[src/rtl/dual_timer_pkg.sv]
// package: register map, field positions, reset values, divider figures
package dual_timer_pkg;
   localparam logic [15:0] UNIT_A_MODE_CONTROL_ADDR = 16'hff70;
   localparam logic [15:0] UNIT_A_CLOCK_SELECT_ADDR = 16'hff71;
   localparam logic [15:0] UNIT_B_MODE_CONTROL_ADDR = 16'hff74;
   localparam logic [15:0] UNIT_B_CLOCK_SELECT_ADDR = 16'hff75;
   localparam logic [15:0] UNIT_A_COMPARE_ADDR = 16'hff72;
   localparam logic [15:0] UNIT_A_COUNTER_ADDR = 16'hff73;
   localparam logic [15:0] UNIT_B_COMPARE_ADDR = 16'hff76;
   localparam logic [15:0] UNIT_B_COUNTER_ADDR = 16'hff77;
   localparam int OUTPUT_GATE_BIT = 0;
   localparam int LEVEL_OR_TOGGLE_BIT = 1;
   localparam int FORCE_CLEAR_BIT = 2;
   localparam int FORCE_SET_BIT = 3;
   localparam int PWM_MODE_BIT = 6;
   localparam int UNIT_RUN_BIT = 7;
   localparam logic [7:0] MODE_WRITE_MASK = 8'hcf;
   localparam logic [7:0] MODE_RESET = 8'h00;
   localparam logic [7:0] CLOCK_SELECT_RESET = 8'h00;
   localparam logic [7:0] COMPARE_RESET = 8'h00;
   localparam logic [7:0] COUNTER_RESET = 8'h00;
   localparam logic [2:0] SEL_EXT_FALL = 3'h0;
   localparam logic [2:0] SEL_EXT_RISE = 3'h1;
   // divider exponents for codes 3..7
   localparam int DIV_EXP_3 = 1;
   localparam int DIV_EXP_4 = 3;
   localparam int DIV_EXP_5 = 5;
   localparam int DIV_EXP_6 = 7;
   localparam int DIV_EXP_A7 = 9;
   localparam int DIV_EXP_B7 = 12;
   localparam int PRESCALE_WIDTH = 12;
endpackage

[src/rtl/main_prescaler.sv]
// free-running prescaler giving one-cycle tick enables
`timescale 1ns/1ps
module main_prescaler #(
   parameter int WIDTH = dual_timer_pkg::PRESCALE_WIDTH
)
(
   input wire logic clk_in,
   input wire logic srst_in,
   output logic [WIDTH-1:0] tick_out
);
   logic [WIDTH-1:0] count_reg;
   logic [WIDTH-1:0] count_next;

   initial
   begin
      if (WIDTH < dual_timer_pkg::DIV_EXP_B7)
         $error("prescaler too narrow");
   end

   // tick k pulses once every 2^(k+1) cycles
   always_comb
   begin
      count_next = count_reg + {{(WIDTH-1){1'b0}}, 1'b1};
   end

   always_ff @(posedge clk_in)
   begin
      if (srst_in)
         count_reg <= '0;
      else
         count_reg <= count_next;
   end

   genvar k;
   generate
      for (k = 0; k < WIDTH; k++)
      begin : g_tick
         assign tick_out[k] = (count_reg[k:0] == {(k+1){1'b1}});
      end
   endgenerate
endmodule

[src/rtl/timer_unit.sv]
// one 8-bit timer/event counter: counter, compare, output flip-flop
`timescale 1ns/1ps
module timer_unit #(
   parameter int LAST_EXP = dual_timer_pkg::DIV_EXP_A7
)
(
   input wire logic clk_in,
   input wire logic srst_in,
   input wire logic [11:0] tick_in,
   input wire logic event_in,
   input wire logic [7:0] mode_in,
   input wire logic [2:0] clock_select_in,
   input wire logic [7:0] compare_in,
   input wire logic force_set_in,
   input wire logic force_clear_in,
   output logic [7:0] counter_out,
   output logic match_irq_out,
   output logic wave_out,
   output logic wave_oe_out
);
   logic [1:0] sync_reg;
   logic [1:0] sync_next;
   logic prev_reg;
   logic prev_next;
   logic [7:0] count_reg;
   logic [7:0] count_next;
   logic irq_reg;
   logic irq_next;
   logic ff_reg;
   logic ff_next;
   logic wave_reg;
   logic wave_next;
   logic count_en;
   logic run;
   logic pwm;
   logic ext_sel;
   logic active_level;
   logic match;

   initial
   begin
      if (LAST_EXP < 1 || LAST_EXP > 12)
         $error("bad divider exponent");
   end

   assign run = mode_in[dual_timer_pkg::UNIT_RUN_BIT];
   assign pwm = mode_in[dual_timer_pkg::PWM_MODE_BIT];
   assign ext_sel = (clock_select_in == dual_timer_pkg::SEL_EXT_FALL) ||
                    (clock_select_in == dual_timer_pkg::SEL_EXT_RISE);
   assign match = (count_reg == compare_in);

   // count clock selection; pin edges seen after two flops
   always_comb
   begin
      sync_next = {sync_reg[0], event_in};
      prev_next = sync_reg[1];
      case (clock_select_in)
         3'h0: count_en = prev_reg & ~sync_reg[1];
         3'h1: count_en = ~prev_reg & sync_reg[1];
         3'h2: count_en = 1'b1;
         3'h3: count_en = tick_in[dual_timer_pkg::DIV_EXP_3-1];
         3'h4: count_en = tick_in[dual_timer_pkg::DIV_EXP_4-1];
         3'h5: count_en = tick_in[dual_timer_pkg::DIV_EXP_5-1];
         3'h6: count_en = tick_in[dual_timer_pkg::DIV_EXP_6-1];
         default: count_en = tick_in[LAST_EXP-1];
      endcase
   end

   // counter, match request and output flip-flop
   always_comb
   begin
      count_next = count_reg;
      irq_next = 1'b0;
      ff_next = ff_reg;
      if (!run)
         count_next = dual_timer_pkg::COUNTER_RESET;
      else if (count_en)
      begin
         if (!pwm && match)
         begin
            count_next = 8'h00;
            irq_next = 1'b1;
            if (mode_in[dual_timer_pkg::LEVEL_OR_TOGGLE_BIT])
               ff_next = ~ff_reg;
         end
         else
         begin
            count_next = count_reg + 8'h01; // wraps ff to 00
            irq_next = match;
         end
      end
      // force wins over toggle; 11 is never written
      if (force_set_in)
         ff_next = 1'b1;
      else if (force_clear_in)
         ff_next = 1'b0;
   end

   // pwm: active while count below compare, 8-bit duty
   always_comb
   begin
      active_level = ~mode_in[dual_timer_pkg::LEVEL_OR_TOGGLE_BIT];
      if (pwm)
         wave_next = (run && count_reg < compare_in) ? active_level
                     : ~active_level;
      else
         wave_next = ff_reg;
   end

   always_ff @(posedge clk_in)
   begin
      if (srst_in)
      begin
         sync_reg <= 2'h0;
         prev_reg <= 1'b0;
         count_reg <= dual_timer_pkg::COUNTER_RESET;
         irq_reg <= 1'b0;
         ff_reg <= 1'b0;
         wave_reg <= 1'b0;
      end
      else
      begin
         sync_reg <= sync_next;
         prev_reg <= prev_next;
         count_reg <= count_next;
         irq_reg <= irq_next;
         ff_reg <= ff_next;
         wave_reg <= wave_next;
      end
   end

   assign counter_out = count_reg;
   assign match_irq_out = irq_reg;
   assign wave_out = wave_reg;
   // external clocking makes the output unusable
   assign wave_oe_out = mode_in[dual_timer_pkg::OUTPUT_GATE_BIT] &
                        ~ext_sel;
endmodule

[src/rtl/dual_timer_top.sv]
// dual 8-bit timer/event counter with byte and bit register access
// Overview of operation
// - match of counter and compare raises request
// - compare holds any byte, resets zero
// - counter counts, byte readable, resets zero
// - unit a clock codes: edges, main, prescaled
// - unit b code 7 divides by 4096
// - external clocking disables timer output
// - mode bit 0 gates output pin
// - bit 1: pwm level or toggle enable
// - bits 3:2 force flip-flop, 11 forbidden
// - bit 6: clear-start or free pwm
// - run bit zero stops and clears counter
// - mode register byte or bit writable
// - pwm duty has eight-bit resolution
// - clear-start match restarts counter, period compare plus one
// - run bit one starts counting
// - force bits read back as zero
`timescale 1ns/1ps
module dual_timer_top (
   input wire logic clk_in,
   input wire logic srst_in,
   input wire logic [15:0] addr_in,
   input wire logic wr_in,
   input wire logic bit_wr_in,
   input wire logic [2:0] bit_sel_in,
   input wire logic [7:0] wdata_in,
   output logic [7:0] rdata_out,
   input wire logic unit_a_event_input_in,
   input wire logic unit_b_event_input_in,
   output logic unit_a_wave_out,
   output logic unit_a_wave_oe_out,
   output logic unit_b_wave_out,
   output logic unit_b_wave_oe_out,
   output logic unit_a_match_irq_out,
   output logic unit_b_match_irq_out
);
   logic [7:0] mode_reg [2];
   logic [7:0] mode_next [2];
   logic [2:0] csel_reg [2];
   logic [2:0] csel_next [2];
   logic [7:0] cmp_reg [2];
   logic [7:0] cmp_next [2];
   logic [1:0] fset_reg;
   logic [1:0] fset_next;
   logic [1:0] fclr_reg;
   logic [1:0] fclr_next;
   logic [7:0] rdata_reg;
   logic [7:0] rdata_next;
   logic [7:0] counter [2];
   logic [1:0] irq;
   logic [1:0] wave;
   logic [1:0] wave_oe;
   logic [1:0] events;
   logic [11:0] tick;
   logic [15:0] mode_addr [2];
   logic [15:0] csel_addr [2];
   logic [15:0] cmp_addr [2];

   assign mode_addr[0] = dual_timer_pkg::UNIT_A_MODE_CONTROL_ADDR;
   assign mode_addr[1] = dual_timer_pkg::UNIT_B_MODE_CONTROL_ADDR;
   assign csel_addr[0] = dual_timer_pkg::UNIT_A_CLOCK_SELECT_ADDR;
   assign csel_addr[1] = dual_timer_pkg::UNIT_B_CLOCK_SELECT_ADDR;
   assign cmp_addr[0] = dual_timer_pkg::UNIT_A_COMPARE_ADDR;
   assign cmp_addr[1] = dual_timer_pkg::UNIT_B_COMPARE_ADDR;
   assign events = {unit_b_event_input_in, unit_a_event_input_in};

   main_prescaler #(
      .WIDTH(dual_timer_pkg::PRESCALE_WIDTH)
   ) u_prescaler (
      .clk_in(clk_in),
      .srst_in(srst_in),
      .tick_out(tick)
   );

   genvar u;
   generate
      for (u = 0; u < 2; u++)
      begin : g_unit
         // register writes for one unit
         always_comb
         begin
            mode_next[u] = mode_reg[u];
            csel_next[u] = csel_reg[u];
            cmp_next[u] = cmp_reg[u];
            fset_next[u] = 1'b0;
            fclr_next[u] = 1'b0;
            if (wr_in && addr_in == mode_addr[u])
            begin
               // force bits are triggers, never stored
               mode_next[u] = wdata_in & dual_timer_pkg::MODE_WRITE_MASK
                              & 8'hf3;
               fset_next[u] = wdata_in[dual_timer_pkg::FORCE_SET_BIT];
               fclr_next[u] = wdata_in[dual_timer_pkg::FORCE_CLEAR_BIT];
            end
            else if (bit_wr_in && addr_in == mode_addr[u])
            begin
               // single-bit write; reserved bits stay zero
               if (bit_sel_in == 3'h3)
                  fset_next[u] = wdata_in[0];
               else if (bit_sel_in == 3'h2)
                  fclr_next[u] = wdata_in[0];
               else if (dual_timer_pkg::MODE_WRITE_MASK[bit_sel_in])
                  mode_next[u][bit_sel_in] = wdata_in[0];
            end
            // upper bits dropped; software keeps them zero
            if (wr_in && addr_in == csel_addr[u])
               csel_next[u] = wdata_in[2:0];
            if (wr_in && addr_in == cmp_addr[u])
               cmp_next[u] = wdata_in;
         end

         always_ff @(posedge clk_in)
         begin
            if (srst_in)
            begin
               mode_reg[u] <= dual_timer_pkg::MODE_RESET;
               csel_reg[u] <= dual_timer_pkg::CLOCK_SELECT_RESET[2:0];
               cmp_reg[u] <= dual_timer_pkg::COMPARE_RESET;
               fset_reg[u] <= 1'b0;
               fclr_reg[u] <= 1'b0;
            end
            else
            begin
               mode_reg[u] <= mode_next[u];
               csel_reg[u] <= csel_next[u];
               cmp_reg[u] <= cmp_next[u];
               fset_reg[u] <= fset_next[u];
               fclr_reg[u] <= fclr_next[u];
            end
         end

         timer_unit #(
            .LAST_EXP(u == 0 ? dual_timer_pkg::DIV_EXP_A7
                             : dual_timer_pkg::DIV_EXP_B7)
         ) u_timer (
            .clk_in(clk_in),
            .srst_in(srst_in),
            .tick_in(tick),
            .event_in(events[u]),
            .mode_in(mode_reg[u]),
            .clock_select_in(csel_reg[u]),
            .compare_in(cmp_reg[u]),
            .force_set_in(fset_reg[u]),
            .force_clear_in(fclr_reg[u]),
            .counter_out(counter[u]),
            .match_irq_out(irq[u]),
            .wave_out(wave[u]),
            .wave_oe_out(wave_oe[u])
         );
      end
   endgenerate

   // read mux, registered; unmapped reads give zero
   always_comb
   begin
      case (addr_in)
         dual_timer_pkg::UNIT_A_MODE_CONTROL_ADDR: rdata_next = mode_reg[0];
         dual_timer_pkg::UNIT_B_MODE_CONTROL_ADDR: rdata_next = mode_reg[1];
         dual_timer_pkg::UNIT_A_CLOCK_SELECT_ADDR:
            rdata_next = {5'h00, csel_reg[0]};
         dual_timer_pkg::UNIT_B_CLOCK_SELECT_ADDR:
            rdata_next = {5'h00, csel_reg[1]};
         dual_timer_pkg::UNIT_A_COMPARE_ADDR: rdata_next = cmp_reg[0];
         dual_timer_pkg::UNIT_B_COMPARE_ADDR: rdata_next = cmp_reg[1];
         dual_timer_pkg::UNIT_A_COUNTER_ADDR: rdata_next = counter[0];
         dual_timer_pkg::UNIT_B_COUNTER_ADDR: rdata_next = counter[1];
         default: rdata_next = 8'h00;
      endcase
   end

   always_ff @(posedge clk_in)
   begin
      if (srst_in)
         rdata_reg <= 8'h00;
      else
         rdata_reg <= rdata_next;
   end

   assign rdata_out = rdata_reg;
   assign unit_a_wave_out = wave[0];
   assign unit_b_wave_out = wave[1];
   assign unit_a_wave_oe_out = wave_oe[0];
   assign unit_b_wave_oe_out = wave_oe[1];
   assign unit_a_match_irq_out = irq[0];
   assign unit_b_match_irq_out = irq[1];
endmodule

[config.mk]
export PLATFORM = sky130hd
export DESIGN_NAME = dual_timer_top
export DESIGN_NICKNAME = d
export VERILOG_FILES = /design/src/rtl/dual_timer_pkg.sv /design/src/rtl/main_prescaler.sv /design/src/rtl/timer_unit.sv /design/src/rtl/dual_timer_top.sv
export SDC_FILE = /design/constraint.sdc
export NUM_CORES = 1
export LEC_CHECK = 0
export BUFFER_PORTS_ARGS = -buffer_cell sky130_fd_sc_hd__buf_2
export CORE_MARGIN = 4
export CORE_UTILIZATION = 55
export CTS_CLUSTER_SIZE = 10
export DETAILED_ROUTE_END_ITERATION = 7
export PLACE_DENSITY = 0.81
export RECOVER_POWER = 50
export SLEW_MARGIN = 20
export SYNTH_ARGS = -nofsm -noshare
export SYNTH_HDL_FRONTEND = slang
export SYNTH_SLANG_ARGS = --single-unit
[constraint.sdc]
create_clock -name clk_in -period 3.55 [get_ports clk_in]
set_input_delay 0.5325 -clock clk_in [delete_from_list [all_inputs] [get_ports clk_in]]
set_output_delay 0.5325 -clock clk_in [all_outputs]
set_load 0.03 [all_outputs]
==> results of run 1 <==
placed cells by master (no fill, tap or decap), types with 3 or more instances in the layout:
cell and count:
buf_2 31, a21o_1 5, a21oi_1 24, a22oi_1 9
nor3b_1 7, nand2b_1 5, nand4_1 17, inv_1 30
a211oi_1 10, nand3_1 19, nor3_1 8, mux2i_1 28
dfxtp_1 90, nor4_1 3, and4_1 3, ha_1 22
nor2b_1 13, xor2_1 5, a221oi_1 3, xnor2_1 14
a31oi_1 8, clkbuf_8 10, o21ai_0 11, o21a_1 3
nor2_1 65, clkbuf_1 16, and2_1 9, a222oi_1 9
and3_1 3, nand2_1 20
worst paths after layout:
check                                 from                                to  slack [ps]  depth (start not counted)
min reg2reg  g_unit[1].u_timer.sync_reg[0]     g_unit[1].u_timer.sync_reg[1]         450                          1
max reg2reg       u_prescaler.count_reg[0]  g_unit[0].u_timer.counter_out[5]         800                         11
min                  unit_b_event_input_in     g_unit[1].u_timer.sync_reg[0]         370                          2
max                                srst_in                     cmp_reg[1][0]         690                          3
kinds of logic (layout without fill, tap and decap cells):
group,Yosys count,after routing
simple gates,200,200
compound gates,101,101
flops,90,90
buf+inv,51,95
mux,29,29
fa+ha+maj,22,22
xor+xnor,19,19
area by class of cell:
class,count,share of cell area (%)
repair buffers,49,4.56
flip-flops and latches,90,35.7
inverters,30,2.23
well taps,105,2.60
clock inverters,6,1.41
multi-input cells,371,50.8
clock buffers,10,2.73
stage by stage:
stage	worst slack, ps	instances
after floorplan	1020	512
after global placement	942	645
after detailed placement	832	645
after CTS	793	661
after global routing	521	661
final	693	661
worst max-delay path, cell delays in order:
cell	delay, ps
clkbuf_1	1490
clkbuf_1	890
nor2_1	130
cells in the mapped netlist (all sizes together), types with 10 or more instances:
master  count  area share (%)
a211oi     10             1.6
a21oi      25             2.8
clkbuf     13             1.1
dfxtp      90              39
ha         22             6.0
inv        30             2.5
mux2i      28             6.1
nand2      22             2.0
nand3      20             2.3
nand4      17             2.3
nor2       67             5.6
nor2b      13             1.8
o21ai      11             1.2
xnor2      14             2.7
power by group:
group / internal (W) / total (W) / switching, W / leakage [nW]
clock: 0.000350 / 0.000730 / 0.000379 / 0.0995
combinational: 0.0000295 / 0.0000827 / 0.0000532 / 0.905
sequential: 0.00101 / 0.00102 / 0.00000372 / 0.726
layer usage:
layer	routed length, um	share of wire (%)
met5	0	0
met4	297	2.7
met3	869	7.8
met2	5210	47
met1	4720	43
==> run_results.csv, run 1 <==
group,metric,value,unit
critical_path,start_kind,"input pin",
placed_design,gp_congestion,0.886,
critical_path,cp.arrival,3070,ps
sta,relSlewSlack,-41.4,%
sta,setup_tns,0,ps
grt,use_met3,5.82,%
sta,worst_pin_slew,2120,ps
cells_and_area,diodes,0,
yosys,synth_mux_area_share,6.45,%
sta,fmax,350,MHz
clock_tree,cts_setup_buffers,0,
die,rows,33,
cells_and_area,fin_util,61.8,%
cells_and_area,area_delta_synth_final,10.2,%
clock_tree,numCtsBuffers,9,
yosys,yosysWarnings,0,
yosys,synthSimpleGateAreaFrac,24.0,%
clock_tree,cts_resized,0,
clock_tree,clockBufferDepth,2,
grt,grt_pass1_wl,18.3,mm
cells_and_area,multiInputGateArea,0.00256,mm2
sta,fin_crit_sh,80.5,%
critical_path,cp_data_required_time,3760,ps
critical_path,worst-setup-path-type,"in -> reg",
placed_design,place.port_buffers,46,
route,vias,4068,
route,drt-total-wl,11.1,mm
yosys,netlist_area,0.00458,mm2
die,core_area,0.00818,mm2
route,drc,0,
route,wl_per_cell,16.8,um
sta,hold_ws,365,ps
yosys,synth_xor_area_share,3.63,%
yosys,synth_top_family_by_area,"simple AND/OR/NAND/NOR gates",
grt,grt_pass1_vias,3797,
yosys,synth_nets,567,
clock_tree,cts_tree,"built",
yosys,synthFlopType,"dfxtp_1",
pwr,finalPower,0.00183,W
die,die_w,99.2,um
cells_and_area,drive_above_1_share,12.1,%
grt,busiest_layer,"met2",
yosys,ys_ff_latch,90,
cells_and_area,final_nets,606,
yosys,seq_area_frac_synth,39.3,%
sta,hold_violations,0,
status,violations,"max-capacitance violations, max-slew violations",
route,ant_nets,0,
sta,clock_skew,11.8,ps
clock_tree,clock-sinks,90,
sta,layout_min_cycle_time,2860,ps
yosys,synth.avg_cell_area,8.94,um2
clock_tree,clk_pin_slew,90,ps
sta,slew_viol_final,50,
yosys,async_flop_share,0,%
route,dr.pass1.iters,6,
sta,rsz0062_at_grt,"false",
cells_and_area,finalInstanceArea,0.00505,mm2
clock_tree,htree_num_levels,3,
grt,grt_start_max_net_pins,50,
status,run_status,"finished, violations left",
die,start_util,56.0,%
clock_tree,clk_latency,370,ps
grt,grt_use_total,22.9,%
yosys,synth_edf_count,0,
cells_and_area,ff_latch_area,0.00180,mm2
critical_path,crit_fanout,49,
placed_design,placed_area,0.00486,mm2
clock_tree,ctsRootBufferMaster,"clkbuf_8",
yosys,synthCells,512,
pwr,ir_drop,0.248,mV
clock_tree,cts.hold.buffers_added,0,
die,io_pins,47,
pwr,leakage,1.73,nW
worst_hold_path,hold_path_class,"in -> reg",
placed_design,dp_hpwl,8.18,mm
route,drtIter0Drc,362,
cells_and_area,fill_cells,716,
pwr,power.density,363,mW/mm2
grt,grt_use_met1,30.5,%
yosys,synth_cell_types,68,
sta,finalSetupViolations,0,
die,die_y,99.2,um
yosys,synth_fa_ha_area_share,6.01,%
route,viasPerCell,6.15,
grt,grt-ovfl-total,0,
job,drv_cap,1,
grt,grt_util_met2,36.5,%
die,dieArea,0.00985,mm2
grt,antenna_found_initial,0,
yosys,synth_compound_area_share,15.9,%
critical_path,end_kind,"flop",
(Power assumes the default switching activity.)
==> run 2: changes to the inputs <==
- clock period: 3.55 -> 2.8 ns (I/O delays scaled with it)
==> run 2 against run 1 <==
Net effect: the flow now finishes without violations; clock skew grew 4.9 ps; worst setup slack lost 520 ps; core utilization up 0.57 points; combinational power increased by 28%; sequential power up 26%; register-to-register slack got worse by 630 ps; count of clock-buffer cells in the layout shrank 1; global-route usage grew 0.31 points; critical path type is now reg -> reg; largest power group unchanged.
==> run_results.csv, run 2 (synthesized netlist as in run 1, its figures left out) <==
group,metric,value,unit
cells_and_area,final_cell_mix,"dfxtp_1, nor2_1, buf_2, inv_1, mux2i_1",
clock_tree,clock-sinks,90,
worst_hold_path,hold_path_class,"in -> reg",
sta,worst_slack,169,ps
critical_path,cp_data_required_time,3100,ps
clock_tree,ctsRootBufferMaster,"clkbuf_8",
critical_path,worst-setup-path-type,"reg -> reg",
cells_and_area,finalInstanceArea,0.00509,mm2
pwr,leakage,1.77,nW
pwr,ir_drop,0.293,mV
placed_design,place_ws,138,ps
pwr,power.density,467,mW/mm2
critical_path,crit_fanout,8,
cells_and_area,layout_commonest_cell,"dfxtp_1",
sta,layout_min_cycle_time,2630,ps
cells_and_area,fill_cells,707,
grt,grt_pass1_vias,3785,
die,io_pins,47,
die,die_w,99.2,um
sta,hold_violations,0,
grt,grt_use_total,23.2,%
sta,slew_viol_final,0,
cells_and_area,stdcell_count,664,
grt,grt_pass1_wl,18.4,mm
sta,fmax,380,MHz
sta,setup_tns,0,ps
clock_tree,htree_num_levels,3,
job,drv_cap,0,
route,ant_nets,0,
route,viasPerCell,6.15,
placed_design,gp_congestion,0.916,
placed_design,dp_hpwl,8.38,mm
route,drtIter0Drc,420,
critical_path,path_delay_family,"compound AO/OA/AOI/OAI gates",
die,rows,33,
route,drt-total-wl,11.4,mm
critical_path,critPathSlowestCell,"a311o_4",
clock_tree,cts_tree,"built",
sta,finalSetupViolations,0,
placed_design,place.port_buffers,46,
status,run_status,"finished clean",
route,drc,0,
placed_design,placed_area,0.00488,mm2
sta,relSlewSlack,21.0,%
grt,grt_start_max_net_pins,30,
critical_path,cp.arrival,2930,ps
route,wl_per_cell,17.1,um
cells_and_area,final_nets,610,
die,die_y,99.2,um
route,vias,4083,
critical_path,cp_num_buf_inv,0,
critical_path,end_kind,"flop",
die,start_util,56.0,%
cells_and_area,diodes,0,
critical_path,critical_path.cell_chain,"ha_1, and3_1, and4_1, and2_1, ha_1, mux2_4, a22oi_2, a22o_4, nand2_4, a311o_4, nor2_1",
die,core_area,0.00818,mm2
critical_path,max_stage_delay,430,ps
route,dr.pass1.iters,6,
grt,antenna_found_initial,0,
critical_path,start_kind,"flop",
grt,grt-ovfl-total,0,
sta,hold_ws,264,ps
placed_design,dp_cells,648,
sta,clock_skew,16.7,ps
sta,worst_pin_slew,1190,ps
sta,fin_crit_sh,94.0,%
die,dieArea,0.00985,mm2
critical_path,cpMostUsedCell,"ha_1",
clock_tree,numCtsBuffers,9,
sta,rsz0062_at_grt,"false",
clock_tree,clk_latency,370,ps
cells_and_area,drive_above_1_share,13.1,%
clock_tree,clockBufferDepth,2,
clock_tree,clk_pin_slew,90,ps
cells_and_area,area_delta_synth_final,11.3,%
[run 2: changes by cell type in the layout (fill, tap and decap cells not counted), sizes merged]
cell      delta
inv          +1
bufinv       +1
clkinvlp     -2
clkbuf       -2
buf          +5
[run 2: per-stage QoR]
step / total power (W) / utilization, %
final: 0.00238 / 62.3
after global routing: 0.00246 / 62.3
after CTS: 0.00240 / 62.5
after detailed placement: 0.00143 / 59.7
after global placement: 0.00142 / 59.7
after floorplan: 0.00138 / -
[run 2: routing by layer]
layer	up-vias	share of wire, %	GRT usage, %
met4	0	1.8	7.56
met5	-	0	0
met1	1938	43	30.3
li1	1946	-	-
met3	25	7.6	5.05
met2	174	48	38.4
[run 2: repair_timing]
item | 4_1_cts | 5_1_grt
setup buffers | 0 | 1
hold buffers | 0 | 0
endpoints found under the setup margin | 0 | 8
gates resized for setup | 0 | 1
[run 2: worst paths after layout]
check                           cells past startpoint                     startpoint                               end  slack [ps]
worst min-delay path                                2          unit_b_event_input_in     g_unit[1].u_timer.sync_reg[0]         260
worst max register to register                     11       u_prescaler.count_reg[0]  g_unit[0].u_timer.counter_out[6]         170
worst max-delay path                               11       u_prescaler.count_reg[0]  g_unit[0].u_timer.counter_out[6]         170
worst min register to register                      1  g_unit[1].u_timer.sync_reg[0]     g_unit[1].u_timer.sync_reg[1]         450
[run 2: area by class of cell]
| type | instances | area [um2] | area share [%] |
|---|---|---|---|
| Inverter | 30 | 113 | 2.21 |
| Clock buffer | 9 | 124 | 2.43 |
| Clock inverter | 6 | 97.6 | 1.92 |
| Tap cell | 105 | 131 | 2.58 |
| Sequential cell | 90 | 1800 | 35.4 |
| Timing Repair Buffer | 53 | 259 | 5.08 |
| Multi-Input combinational cell | 371 | 2570 | 50.4 |
[run 2: where the power goes]
part | switching [W] | internal [W] | total (W) | leakage, nW
clock network | 0.000471 | 0.000512 | 0.000983 | 0.112
registers | 0.00000480 | 0.00129 | 0.00129 | 0.726
logic | 0.0000679 | 0.0000380 | 0.000106 | 0.928
total | 0.000544 | 0.00184 | 0.00238 | 1.77
